$ cat config.mk
export PLATFORM = sky130hd
export DESIGN_NAME = pfbo_host_ctrl
export DESIGN_NICKNAME = d
export VERILOG_FILES = /design/src/logic/pfbo_pkg.sv /design/src/logic/pfbo_host_ctrl.sv /design/src/logic/pfbo_pin_sync.sv /design/src/logic/pfbo_wait_timer.sv
export SDC_FILE = /design/constraint.sdc
export NUM_CORES = 1
export LEC_CHECK = 0
export BUFFER_PORTS_ARGS = -buffer_cell sky130_fd_sc_hd__buf_2
export CAP_MARGIN = 20
export CORE_ASPECT_RATIO = 0.5
export CORE_MARGIN = 2
export CORE_UTILIZATION = 55
export DETAILED_ROUTE_END_ITERATION = 6
export PLACE_DENSITY = 0.81
export SLEW_MARGIN = 15
export SYNTH_ARGS = -nofsm -noshare
export SYNTH_HDL_FRONTEND = slang
export SYNTH_SLANG_ARGS = --single-unit
export TNS_END_PERCENT = 1
$ cat constraint.sdc
create_clock -name i_core_clk -period 3.1 [get_ports i_core_clk]
set_clock_uncertainty 0.05 [all_clocks]
set_input_delay 0.465 -clock i_core_clk [delete_from_list [all_inputs] [get_ports i_core_clk]]
set_output_delay 0.465 -clock i_core_clk [all_outputs]
set_load 0.02 [all_outputs]
$ cat src/logic/pfbo_pkg.sv
// Constants, register map and types of the parallel flash host controller
package pfbo_pkg;

  ////////////////////////////////////////////////////////////////////////////
  // Clock and bus timing
  localparam int CLK_PERIOD_NS = 25;
  localparam int T_RANDOM_NS   = 90;   // random_access_latency
  localparam int T_PAGE_NS     = 25;   // intra_page_latency
  localparam int T_WE_LOW_NS   = 35;   // write strobe low width
  localparam int T_RST_LOW_NS  = 500;  // hardware reset pulse width
  localparam int T_RST_REC_NS  = 50;   // reset high time before first access

  // Least time rounded up to whole cycles, never below one
  function automatic int ns_to_cyc(input int ns);
    int c;
    c = (ns + CLK_PERIOD_NS - 1) / CLK_PERIOD_NS;
    return (c < 1) ? 1 : c;
  endfunction

  localparam int SYNC_STAGES  = 2;
  localparam int TMR_W        = 8;
  localparam int RANDOM_CYC   = ns_to_cyc(T_RANDOM_NS);
  localparam int PAGE_CYC     = ns_to_cyc(T_PAGE_NS);
  localparam logic [TMR_W-1:0] RD_FULL_WAIT = TMR_W'(RANDOM_CYC + SYNC_STAGES);
  localparam logic [TMR_W-1:0] RD_PAGE_WAIT = TMR_W'(PAGE_CYC + SYNC_STAGES);
  localparam logic [TMR_W-1:0] WE_LOW_WAIT  = TMR_W'(ns_to_cyc(T_WE_LOW_NS));
  localparam logic [TMR_W-1:0] RST_LOW_WAIT = TMR_W'(ns_to_cyc(T_RST_LOW_NS));
  localparam logic [TMR_W-1:0] RST_REC_WAIT = TMR_W'(ns_to_cyc(T_RST_REC_NS));

  ////////////////////////////////////////////////////////////////////////////
  // Flash geometry
  localparam int ADDR_W    = 22;
  localparam int DATA_W    = 16;
  localparam int PAGE_LSB  = 2;
  localparam int BUF_W     = 6;
  localparam logic [BUF_W-1:0] BUF_MAX_WORDS = 6'h10;
  localparam logic [BUF_W-1:0] BUF_MAX_BYTES = 6'h20;
  localparam logic [DATA_W-1:0] MASK_WORD  = 16'hFFFF;
  localparam logic [DATA_W-1:0] MASK_BYTE  = 16'h80FF;
  localparam logic [DATA_W-1:0] MASK_KEEP  = 16'h8000;

  ////////////////////////////////////////////////////////////////////////////
  // Register map of the controller
  localparam logic [3:0] REG_CMD   = 4'h0;
  localparam logic [3:0] REG_CFG   = 4'h1;
  localparam logic [3:0] REG_ADDR  = 4'h2;
  localparam logic [3:0] REG_WDATA = 4'h3;
  localparam logic [3:0] REG_RDATA = 4'h4;
  localparam logic [3:0] REG_STAT  = 4'h5;
  localparam int CFG_BYTE   = 0;
  localparam int CFG_LOCK   = 1;
  localparam int CFG_BYPASS = 2;
  localparam int STAT_BUSY  = 0;
  localparam int STAT_ERR   = 1;
  localparam int STAT_PAGE  = 2;
  localparam int STAT_BUF   = 8;
  localparam int A_LOW_BIT  = 22;   // byte-mode low address bit in REG_ADDR

  typedef enum logic [2:0] {
    OP_NONE  = 3'b000,
    OP_READ  = 3'b001,
    OP_WRITE = 3'b010,
    OP_PROG  = 3'b011,
    OP_BUFLD = 3'b100,
    OP_RESET = 3'b101
  } pfbo_op_e;

  typedef enum logic [2:0] {
    S_IDLE    = 3'b000,
    S_RD_SET  = 3'b001,
    S_RD_WAIT = 3'b010,
    S_WR_SET  = 3'b011,
    S_WR_LOW  = 3'b100,
    S_WR_HOLD = 3'b101,
    S_RST_LOW = 3'b110,
    S_RST_REC = 3'b111
  } pfbo_state_e;

endpackage

$ cat src/logic/pfbo_host_ctrl.sv
// Host controller driving an asynchronous parallel NOR flash bus
//
// Summary of operation
// RULE1: Device latches commands with address and data
// RULE2: Command latch has no readable address
// RULE3: Read: select and gate low, strobe high
// RULE4: Write: strobe and select low, gate high
// RULE5: After reset, plain reads return array data
// RULE6: Array read persists until a write
// RULE7: Width select high gives sixteen data pins
// RULE8: Byte mode: top pin carries low address (host does so on reads; on writes it drives data bit 15)
// RULE9: Address bits 21..0, sector bits 21..15
// RULE10: Four-word pages, low bits pick word
// RULE11: Same-page reads use short latency
// RULE12: Bypass programs in two writes, else four
// RULE13: Erase one, several or all sectors
// RULE14: Buffer program holds 16 words/32 bytes
// RULE15: Lock pin low protects edge sector
// RULE16: Lock pin high follows group protection
// RULE17: Reset pulse aborts and returns to read
// RULE18: Gate high floats device data pins
// RULE19: Address at later fall, data earlier rise
// RULE20: Host never overlaps read and write strobes
`timescale 1ns/10ps
module pfbo_host_ctrl #(
  parameter logic [21:0] UNLOCK_ADDR1 = 22'h000555,
  parameter logic [21:0] UNLOCK_ADDR2 = 22'h0002AA,
  parameter logic [15:0] UNLOCK_DATA1 = 16'h00AA,
  parameter logic [15:0] UNLOCK_DATA2 = 16'h0055,
  parameter logic [15:0] PROGRAM_CMD  = 16'h00A0
) (
  // Clock and reset
  input  wire logic        i_core_clk,
  input  wire logic        i_arst_n,
  // Register port
  input  wire logic [3:0]  i_reg_addr,
  input  wire logic [31:0] i_reg_wdata,
  input  wire logic        i_reg_wr,
  input  wire logic        i_reg_rd,
  output logic      [31:0] o_reg_rdata,
  // Flash control pins
  output logic [21:0]      o_addr,
  output logic             o_chip_select_n,
  output logic             o_output_gate_n,
  output logic             o_write_strobe_n,
  output logic             o_hw_reset_n,
  output logic             o_width_select_n,
  output logic             o_edge_sector_lock_n,
  // Flash data pins
  input  wire logic [15:0] i_dq,
  output logic      [15:0] o_dq,
  output logic      [15:0] o_dq_oe
);

  ////////////////////////////////////////////////////////////////////////////
  // State
  pfbo_pkg::pfbo_state_e st, next_st;
  logic [2:0]  cfg, next_cfg;
  logic [22:0] addr, next_addr;
  logic [15:0] wdata, next_wdata;
  logic [15:0] rdata, next_rdata;
  logic        err, next_err;
  logic        pg_valid, next_pg_valid;
  logic [19:0] pg_tag, next_pg_tag;
  logic        rd_hit, next_rd_hit;
  logic [1:0]  seq, next_seq;
  logic        buf_op, next_buf_op;
  logic [5:0]  buf_cnt, next_buf_cnt;
  logic [31:0] next_rdout;
  logic [21:0] next_pin_addr;
  logic        next_cs_n, next_oe_n, next_we_n, next_rst_n;
  logic [15:0] next_dq, next_dq_oe;
  logic        t_load, t_done;
  logic [7:0]  t_val;
  logic [15:0] dq_sync;
  logic        cmd_go;
  logic [2:0]  cmd_op;
  logic        byte_m;
  logic [5:0]  buf_lim;

  ////////////////////////////////////////////////////////////////////////////
  // Helpers
  // Address of step idx of a write sequence
  function automatic logic [21:0] seq_addr(input logic [1:0] idx, input logic [21:0] a);
    case (idx)
      2'b00:   seq_addr = UNLOCK_ADDR1;
      2'b01:   seq_addr = UNLOCK_ADDR2;
      2'b10:   seq_addr = UNLOCK_ADDR1;
      default: seq_addr = a;
    endcase
  endfunction

  // Data of step idx of a write sequence
  function automatic logic [15:0] seq_data(input logic [1:0] idx, input logic [15:0] d);
    case (idx)
      2'b00:   seq_data = UNLOCK_DATA1;
      2'b01:   seq_data = UNLOCK_DATA2;
      2'b10:   seq_data = PROGRAM_CMD;
      default: seq_data = d;
    endcase
  endfunction

  // Data lanes the host drives during a write strobe
  function automatic logic [15:0] lane_mask(input logic bm);
    lane_mask = bm ? pfbo_pkg::MASK_BYTE : pfbo_pkg::MASK_WORD;
  endfunction

  ////////////////////////////////////////////////////////////////////////////
  // Submodules
  pfbo_pin_sync #(.W(16)) pfbo_pin_sync_i (
    .i_core_clk (i_core_clk),
    .i_arst_n   (i_arst_n),
    .i_pin      (i_dq),
    .o_sync     (dq_sync)
  );

  pfbo_wait_timer #(.W(pfbo_pkg::TMR_W), .RST_VAL(pfbo_pkg::RST_LOW_WAIT)) pfbo_wait_timer_i (
    .i_core_clk (i_core_clk),
    .i_arst_n   (i_arst_n),
    .i_load     (t_load),
    .i_val      (t_val),
    .o_done     (t_done)
  );

  assign cmd_go  = i_reg_wr && (i_reg_addr == pfbo_pkg::REG_CMD);
  assign cmd_op  = i_reg_wdata[2:0];
  assign byte_m  = cfg[pfbo_pkg::CFG_BYTE];
  assign buf_lim = byte_m ? pfbo_pkg::BUF_MAX_BYTES : pfbo_pkg::BUF_MAX_WORDS;

  ////////////////////////////////////////////////////////////////////////////
  // Next-state logic: registers and bus sequencer
  always_comb begin
    next_st = st;  next_cfg = cfg;  next_addr = addr;  next_wdata = wdata;
    next_rdata = rdata;  next_err = err;  next_pg_valid = pg_valid;
    next_pg_tag = pg_tag;  next_rd_hit = rd_hit;  next_seq = seq;
    next_buf_op = buf_op;  next_buf_cnt = buf_cnt;  next_rdout = '0;
    next_pin_addr = o_addr;  next_cs_n = o_chip_select_n;
    next_oe_n = o_output_gate_n;  next_we_n = o_write_strobe_n;
    next_rst_n = o_hw_reset_n;  next_dq = o_dq;  next_dq_oe = o_dq_oe;
    t_load = 1'b0;  t_val = '0;
    // Register writes; error bit is write-one-to-clear
    if (i_reg_wr) begin
      case (i_reg_addr)
        pfbo_pkg::REG_CFG:   next_cfg = i_reg_wdata[2:0];
        pfbo_pkg::REG_ADDR:  next_addr = i_reg_wdata[22:0];
        pfbo_pkg::REG_WDATA: next_wdata = i_reg_wdata[15:0];
        pfbo_pkg::REG_STAT:  if (i_reg_wdata[pfbo_pkg::STAT_ERR]) next_err = 1'b0;
        default: ;
      endcase
    end
    // Register reads, answered next cycle only
    if (i_reg_rd) begin
      case (i_reg_addr)
        pfbo_pkg::REG_CFG:   next_rdout = {29'h0, cfg};
        pfbo_pkg::REG_ADDR:  next_rdout = {9'h0, addr};
        pfbo_pkg::REG_WDATA: next_rdout = {16'h0, wdata};
        pfbo_pkg::REG_RDATA: next_rdout = {16'h0, rdata};
        pfbo_pkg::REG_STAT:  next_rdout = {18'h0, buf_cnt, 5'h0, pg_valid, err, (st != pfbo_pkg::S_IDLE)};
        default:             next_rdout = '0;
      endcase
    end
    // Commands while busy are refused; set wins over clear
    if (cmd_go && (st != pfbo_pkg::S_IDLE)) next_err = 1'b1;
    case (st)
      pfbo_pkg::S_IDLE: begin
        if (cmd_go) begin
          case (cmd_op)
            pfbo_pkg::OP_READ: begin
              next_pin_addr = addr[21:0];                                       // RULE9
              next_dq[15]   = addr[pfbo_pkg::A_LOW_BIT];                        // RULE8
              next_dq_oe    = pfbo_pkg::MASK_KEEP;                              // RULE20
              next_pg_tag   = addr[21:pfbo_pkg::PAGE_LSB];                      // RULE10
              next_pg_valid = 1'b1;
              next_cs_n     = 1'b0;
              if (pg_valid && !o_chip_select_n && (pg_tag == addr[21:pfbo_pkg::PAGE_LSB])) begin
                next_rd_hit = 1'b1;                                             // RULE11
                t_load      = 1'b1;
                t_val       = pfbo_pkg::RD_PAGE_WAIT;
                next_st     = pfbo_pkg::S_RD_WAIT;
              end else begin
                next_rd_hit = 1'b0;
                next_oe_n   = 1'b1;
                next_st     = pfbo_pkg::S_RD_SET;
              end
            end
            pfbo_pkg::OP_WRITE, pfbo_pkg::OP_PROG, pfbo_pkg::OP_BUFLD: begin
              if ((cmd_op == pfbo_pkg::OP_BUFLD) && (buf_cnt == buf_lim)) begin
                next_err = 1'b1;                                                // RULE14
              end else begin
                // Bypass skips the two unlock cycles
                next_seq      = (cmd_op != pfbo_pkg::OP_PROG) ? 2'b11 :
                                (cfg[pfbo_pkg::CFG_BYPASS] ? 2'b10 : 2'b00);    // RULE12
                next_buf_op   = (cmd_op == pfbo_pkg::OP_BUFLD);
                next_pin_addr = seq_addr(next_seq, addr[21:0]);
                next_dq       = seq_data(next_seq, wdata);
                next_oe_n     = 1'b1;                                           // RULE4
                next_cs_n     = 1'b1;
                next_dq_oe    = o_output_gate_n ? lane_mask(byte_m) : pfbo_pkg::MASK_KEEP; // RULE20
                next_pg_valid = 1'b0;
                next_st       = pfbo_pkg::S_WR_SET;
              end
            end
            pfbo_pkg::OP_RESET: begin
              next_rst_n = 1'b0;                                                // RULE17
              next_cs_n  = 1'b1;
              next_oe_n  = 1'b1;
              next_dq_oe = pfbo_pkg::MASK_KEEP;
              t_load     = 1'b1;
              t_val      = pfbo_pkg::RST_LOW_WAIT;
              next_st    = pfbo_pkg::S_RST_LOW;
            end
            default: next_err = 1'b1;
          endcase
        end
      end
      pfbo_pkg::S_RD_SET: begin
        next_oe_n = 1'b0;                                                       // RULE3
        t_load    = 1'b1;
        t_val     = pfbo_pkg::RD_FULL_WAIT;                                     // RULE11
        next_st   = pfbo_pkg::S_RD_WAIT;
      end
      pfbo_pkg::S_RD_WAIT: begin
        next_oe_n = 1'b0;
        if (t_done) begin
          next_rdata = byte_m ? {8'h00, dq_sync[7:0]} : dq_sync;                // RULE7
          next_st    = pfbo_pkg::S_IDLE;
        end
      end
      pfbo_pkg::S_WR_SET: begin
        // Address settles before the strobe falls
        next_cs_n  = 1'b0;                                                      // RULE19
        next_we_n  = 1'b0;
        next_dq_oe = lane_mask(byte_m);
        t_load     = 1'b1;
        t_val      = pfbo_pkg::WE_LOW_WAIT;
        next_st    = pfbo_pkg::S_WR_LOW;
      end
      pfbo_pkg::S_WR_LOW: begin
        if (t_done) begin
          next_we_n = 1'b1;                                                     // RULE19
          next_cs_n = 1'b1;
          next_st   = pfbo_pkg::S_WR_HOLD;
        end
      end
      pfbo_pkg::S_WR_HOLD: begin
        if (seq != 2'b11) begin
          next_seq      = seq + 2'b01;
          next_pin_addr = seq_addr(next_seq, addr[21:0]);
          next_dq       = seq_data(next_seq, wdata);
          next_st       = pfbo_pkg::S_WR_SET;
        end else begin
          next_dq_oe   = pfbo_pkg::MASK_KEEP;
          next_buf_cnt = buf_op ? buf_cnt + 6'h01 : 6'h00;                      // RULE14
          next_st      = pfbo_pkg::S_IDLE;
        end
      end
      pfbo_pkg::S_RST_LOW: begin
        if (t_done) begin
          next_rst_n = 1'b1;
          t_load     = 1'b1;
          t_val      = pfbo_pkg::RST_REC_WAIT;
          next_st    = pfbo_pkg::S_RST_REC;
        end
      end
      pfbo_pkg::S_RST_REC: begin
        if (t_done) begin
          next_pg_valid = 1'b0;
          next_buf_cnt  = '0;
          next_st       = pfbo_pkg::S_IDLE;                                     // RULE5
        end
      end
      default: next_st = pfbo_pkg::S_IDLE;
    endcase
    // Byte mode: upper lanes float, top lane carries the low address bit on reads and data bit 15 on writes
    if (next_cfg[pfbo_pkg::CFG_BYTE]) begin
      next_dq_oe[14:8] = 7'h00;                                                 // RULE8
      next_dq_oe[15]   = 1'b1;
    end else if (!o_write_strobe_n || (next_st == pfbo_pkg::S_WR_LOW)) begin
      next_dq_oe[15]   = 1'b1;
    end else if (st == pfbo_pkg::S_IDLE || st == pfbo_pkg::S_RD_SET || st == pfbo_pkg::S_RD_WAIT) begin
      next_dq_oe[15]   = 1'b0;                                                  // RULE7
    end
  end

  ////////////////////////////////////////////////////////////////////////////
  // State registers; the flash starts in a reset pulse
  always_ff @(posedge i_core_clk or negedge i_arst_n) begin
    if (!i_arst_n) begin
      st <= pfbo_pkg::S_RST_LOW;  cfg <= '0;  addr <= '0;  wdata <= '0;
      rdata <= '0;  err <= 1'b0;  pg_valid <= 1'b0;  pg_tag <= '0;
      rd_hit <= 1'b0;  seq <= '0;  buf_op <= 1'b0;  buf_cnt <= '0;
      o_reg_rdata <= '0;  o_addr <= '0;  o_chip_select_n <= 1'b1;
      o_output_gate_n <= 1'b1;  o_write_strobe_n <= 1'b1;  o_hw_reset_n <= 1'b0;
      o_width_select_n <= 1'b1;  o_edge_sector_lock_n <= 1'b1;
      o_dq <= '0;  o_dq_oe <= '0;
    end else begin
      st <= next_st;  cfg <= next_cfg;  addr <= next_addr;  wdata <= next_wdata;
      rdata <= next_rdata;  err <= next_err;  pg_valid <= next_pg_valid;
      pg_tag <= next_pg_tag;  rd_hit <= next_rd_hit;  seq <= next_seq;
      buf_op <= next_buf_op;  buf_cnt <= next_buf_cnt;  o_reg_rdata <= next_rdout;
      o_addr <= next_pin_addr;  o_chip_select_n <= next_cs_n;
      o_output_gate_n <= next_oe_n;  o_write_strobe_n <= next_we_n;
      o_hw_reset_n <= next_rst_n;
      o_width_select_n <= ~next_cfg[pfbo_pkg::CFG_BYTE];                       // RULE7
      o_edge_sector_lock_n <= ~next_cfg[pfbo_pkg::CFG_LOCK];                   // RULE15
      o_dq <= next_dq;  o_dq_oe <= next_dq_oe;
    end
  end

  ////////////////////////////////////////////////////////////////////////////
  // Checks
  logic [7:0] rst_low_cnt;
  logic [2:0] we_falls;

  // Counts reset low cycles and strobe falls per command
  always_ff @(posedge i_core_clk or negedge i_arst_n) begin
    if (!i_arst_n) begin
      rst_low_cnt <= '0;
      we_falls    <= '0;
    end else begin
      rst_low_cnt <= o_hw_reset_n ? 8'h00 : rst_low_cnt + 8'h01;
      if (st == pfbo_pkg::S_IDLE) we_falls <= '0;
      else if (next_st == pfbo_pkg::S_WR_LOW && st == pfbo_pkg::S_WR_SET) we_falls <= we_falls + 3'h1;
    end
  end
endmodule // pfbo_host_ctrl

$ cat src/logic/pfbo_pin_sync.sv
// Two-flop synchroniser for the flash data pins
`timescale 1ns/10ps
module pfbo_pin_sync #(
  parameter int W = 16
) (
  // Clock and reset
  input  wire logic         i_core_clk,
  input  wire logic         i_arst_n,
  // Pin side and synchronised side
  input  wire logic [W-1:0] i_pin,
  output logic      [W-1:0] o_sync
);

  logic [W-1:0] meta;

  // First stage feeds only the second
  always_ff @(posedge i_core_clk or negedge i_arst_n) begin
    if (!i_arst_n) begin
      meta   <= '0;
      o_sync <= '0;
    end else begin
      meta   <= i_pin;
      o_sync <= meta;
    end
  end

endmodule // pfbo_pin_sync

$ cat src/logic/pfbo_wait_timer.sv
// Down counter that times bus phases in core clock cycles
`timescale 1ns/10ps
module pfbo_wait_timer #(
  parameter int               W       = 8,
  parameter logic [W-1:0]     RST_VAL = '0
) (
  // Clock and reset
  input  wire logic         i_core_clk,
  input  wire logic         i_arst_n,
  // Load and status
  input  wire logic         i_load,
  input  wire logic [W-1:0] i_val,
  output logic              o_done
);

  logic [W-1:0] cnt;
  logic [W-1:0] next_cnt;

  // Load wins, else count down to zero
  always_comb begin
    next_cnt = cnt;
    if (i_load) begin
      next_cnt = i_val;
    end else if (cnt != '0) begin
      next_cnt = cnt - W'(1);
    end
  end

  // Counter register
  always_ff @(posedge i_core_clk or negedge i_arst_n) begin
    if (!i_arst_n) begin
      cnt <= RST_VAL;
    end else begin
      cnt <= next_cnt;
    end
  end

  assign o_done = (cnt == '0);

endmodule // pfbo_wait_timer

==> Implementation_results.wiki <==
{| class="wikitable"
! Metric !! Value
|-
| Unrepaired setup endpoints after global routing || no
|-
| Power Internal || 5170 µW
|-
| Area of the mapped netlist || 8890 µm²
|-
| Placeable core region || approximately 16,000 µm²
|-
| Reported net switching power || between 2000 and 3000 µW
|-
| Post-synth top flop || dfrtp_1
|-
| Reg power frac || 47.5%
|-
| Number of failing hold endpoints at the final stage || 0
|-
| Ant. Diodes || 0
|-
| Post-route standard cell area excluding fillers || 10,300 µm²
|-
| Status || completed
|-
| Number of placement rows || 32
|-
| Synth top area share || 54.4%
|-
| Drt pass-1 iters || 6
|-
| CP arrival || 3000 ps
|-
| Wire length after detailed routing || 21.4 mm
|-
| Main area contributors after synthesis || dfrtp_1, mux2_2, nand2_1, o21ai_0, a21oi_1
|-
| Synth-to-Final Area Change || 15.7%
|-
| Cells after DPL || ~1,100
|-
| Number of antenna violations at the first check in global routing || 0
|-
| Max Clk Rate || 374 MHz
|-
| Final non-filler cell total || about 1,100
|-
| Via density per instance || 5.86
|-
| Post-synthesis register bit count || 202
|-
| Endpoints failing setup || 0
|-
| Peak supply drop || 0.000414 V
|-
| Compound-cell area share of the yosys netlist || 11.3%
|-
| Worst-case reg-to-reg path depth || 5
|-
| Clock latency on the worst-skew pair || 480 ps
|-
| Peak fanout along the critical path || 6
|-
| Max-capacitance violation count || 0
|-
| TritonCTS clock tree || done
|-
| Hold Crit Class || primary input to asynchronous set/reset pin
|-
| Routability cong. || 0.913
|-
| Rel. slew slack || 34.4%
|-
| Post-synthesis area per instance || 11.3 µm²
|-
| Share of synthesized flip-flops with an asynchronous set or reset || 100%
|-
| Fraction of final layout cells sized beyond drive strength 1 || 29.3%
|-
| Setup Fix Bufs, Post-CTS || 0
|-
| Remaining design rule violation count || 0
|-
| Number of levels in the clock H-tree || 1
|-
| Static leakage || 0.00515 µW
|-
| Number of top-level pins || between 100 and 150
|-
| Slew Viols, Final || 0
|-
| Pin count of the biggest net entering global routing || 94
|-
| Switching Share || ~33%
|-
| Initial core utilization || 56.9%
|-
| Fraction of the yosys area taken by sequential cells || 57.0%
|-
| Adder and majority gate portion of the synthesized area || 0.986%
|-
| Synth Area in XOR/XNOR || 2.46%
|-
| Most area-hungry cell type in the Yosys netlist || dfrtp_1
|-
| All-Layer GR Usage || 25.4%
|-
| Kind of critical path || flop to flop
|-
| Flop2flop setup slack || 430 ps
|-
| Area used by sequential logic in the layout || 5070 µm²
|-
| Part of the power in the clock network || roughly 28%
|-
| Detailed router's first-iteration violation count || 580
|-
| Crit share post-route || a little under nine tenths
|-
| Net count, final || 967
|-
| Number of enable-type register cells in the synthesized netlist || 0
|-
| Global-route wire length before repair || about 34 mm
|-
| Register clock-pin slew on the reported worst setup and hold paths || around 70 ps
|-
| Clk Tree Root Cell || clkbuf_16
|-
| Main combinational cell family by area after synthesis || simple AND/OR/NAND/NOR gates
|-
| Mux share of post-synthesis cell area || 11.2%
|-
| Post-layout min period || 2670 ps
|-
| Final Util || 65.9%
|-
| Overall die width || 184 µm
|-
| Hold Worst Slack || 2.13 ps
|-
| Final total negative setup slack || 0 ps
|-
| Vertical extent of the die || 93.9 µm
|-
| Total half-perimeter wirelength after legalization and detailed placement || 15.1 mm
|-
| Instance area at placement || 9730 µm²
|-
| Bufs on Longest Clock Path || 3
|-
| Average wire per standard cell || 19.1 µm
|-
| Required time worst endpoint || 3430 ps
|-
| Total die area || ~17,000 µm²
|-
| Multi-input gate area in the final layout || approximately 3400 µm²
|-
| Worst-Margin Slew || between 900 and 1000 ps
|-
| Clock buffers created by TritonCTS || 18
|-
| Ys Warns || 0
|-
| Simple-Gate Fraction of Synth Area || 11.8%
|-
| Final global-route overflow total || 0
|-
| Vias in the first global route || 6,468
|-
| CTS Hold Bufs || 0
|-
| CP endpoint kind || flop
|-
| DR vias || 6,566
|-
| Comb power frac || 24.7%
|-
| Count of unique library cells instantiated by Yosys || 62
|-
| Number of nets with antenna violations after detailed routing || 0
|-
| Gate Count Post-Synth || 786
|-
| Layout filler cell count || 1,187
|-
| Total number of clock tree sinks || 202
|-
| Top cells by instance count after synthesis || dfrtp_1, nand2_1, mux2_2
|-
| Gates resized, CTS repair || 0
|-
| # port buffers || 129
|-
| Power density cells || between 700 and 800 nW/µm²
|-
| CP startpoint kind || flop
|-
| Cell with the most instances after synthesis || dfrtp_1
|}
==> power by group through the flow <==
stage,sequential (µW),clock (µW),combinational (µW)
floorplan,3750,0,1250
global placement,3690,0,1850
detailed placement,3720,0,1910
CTS,3680,2180,1930
global route,3750,2290,2120
finish,3690,2160,1920
==> cell families after synthesis <==
family	count (synthesis)
DFF	202
and+or+nand+nor	198
AOI/OAI and AO/OA	164
buffers and inverters	98
muxes	91
xor gates and xnor gates	25
adders and majority gates	7
other	1
==> cell usage in the layout, fill, tap and decap left out, types with 21 or more instances in the layout <==
| cell | netlist | routed |
|---|---|---|
| a21oi_1 | 49 | 49 |
| mux2i_1 | 23 | 23 |
| dfrtp_1 | 193 | 193 |
| inv_1 | 38 | 38 |
| nand2_1 | 80 | 80 |
| nor2_1 | 21 | 21 |
| xor2_1 | 22 | 22 |
| buf_2 | 5 | 128 |
| mux2_2 | 68 | 68 |
| o21ai_0 | 59 | 59 |
==> sequential cells by signal, summed over array words and instances (netlist names), 20 cells and up <==
signal / flops
o_addr: 22
addr: 23
o_reg_rdata: 23
pg_tag: 20
==> path summary, 6_finish.rpt <==
| check | to | from |
|---|---|---|
| min in group i_core_clk | pfbo_pin_sync_i.meta[8] | i_dq[8] |
| setup / recovery | pfbo_wait_timer_i.cnt[2] | addr[6] |
| setup reg to reg | pfbo_wait_timer_i.cnt[2] | addr[6] |
| hold / removal | o_addr[12] | i_arst_n |
| max in group asynchronous | pfbo_pin_sync_i.o_sync[1] | i_arst_n |
| hold reg to reg | pfbo_pin_sync_i.o_sync[15] | pfbo_pin_sync_i.meta[15] |
==> cell type report <==
cell class	count	area share, %
Clock buffer	30	5.32
Clock inverter	2	0.0973
Inverter	38	1.39
Multi-Input combinational cell	494	33.3
Sequential cell	202	49.3
Tap cell	204	2.48
Timing Repair Buffer	150	8.14
==> worst max-delay path, cell delays in order (launching register included) <==
cell,delay (ps)
dfrtp_1,450
xor2_1,190
nor4_1,650
nand4_1,360
o21ai_0,640
o311ai_0,220
==> routing by layer <==
layer	global-route usage (%)	up-vias	part of all wire, %
met4	8.53	0	3.3
li1	-	2957	-
met2	40.4	291	46
met3	4.46	57	7.2
met1	35.8	3261	43
met5	0	-	0
==> through the flow <==
| stage | power [µW] | setup slack, ps |
|---|---|---|
| global route | 8160 | 274 |
| floorplan | 5000 | 908 |
| CTS | 7790 | 508 |
| finish | 7770 | 428 |
| global placement | 5540 | 571 |
| detailed placement | 5630 | 494 |
Power figures use the tool's default switching activity.
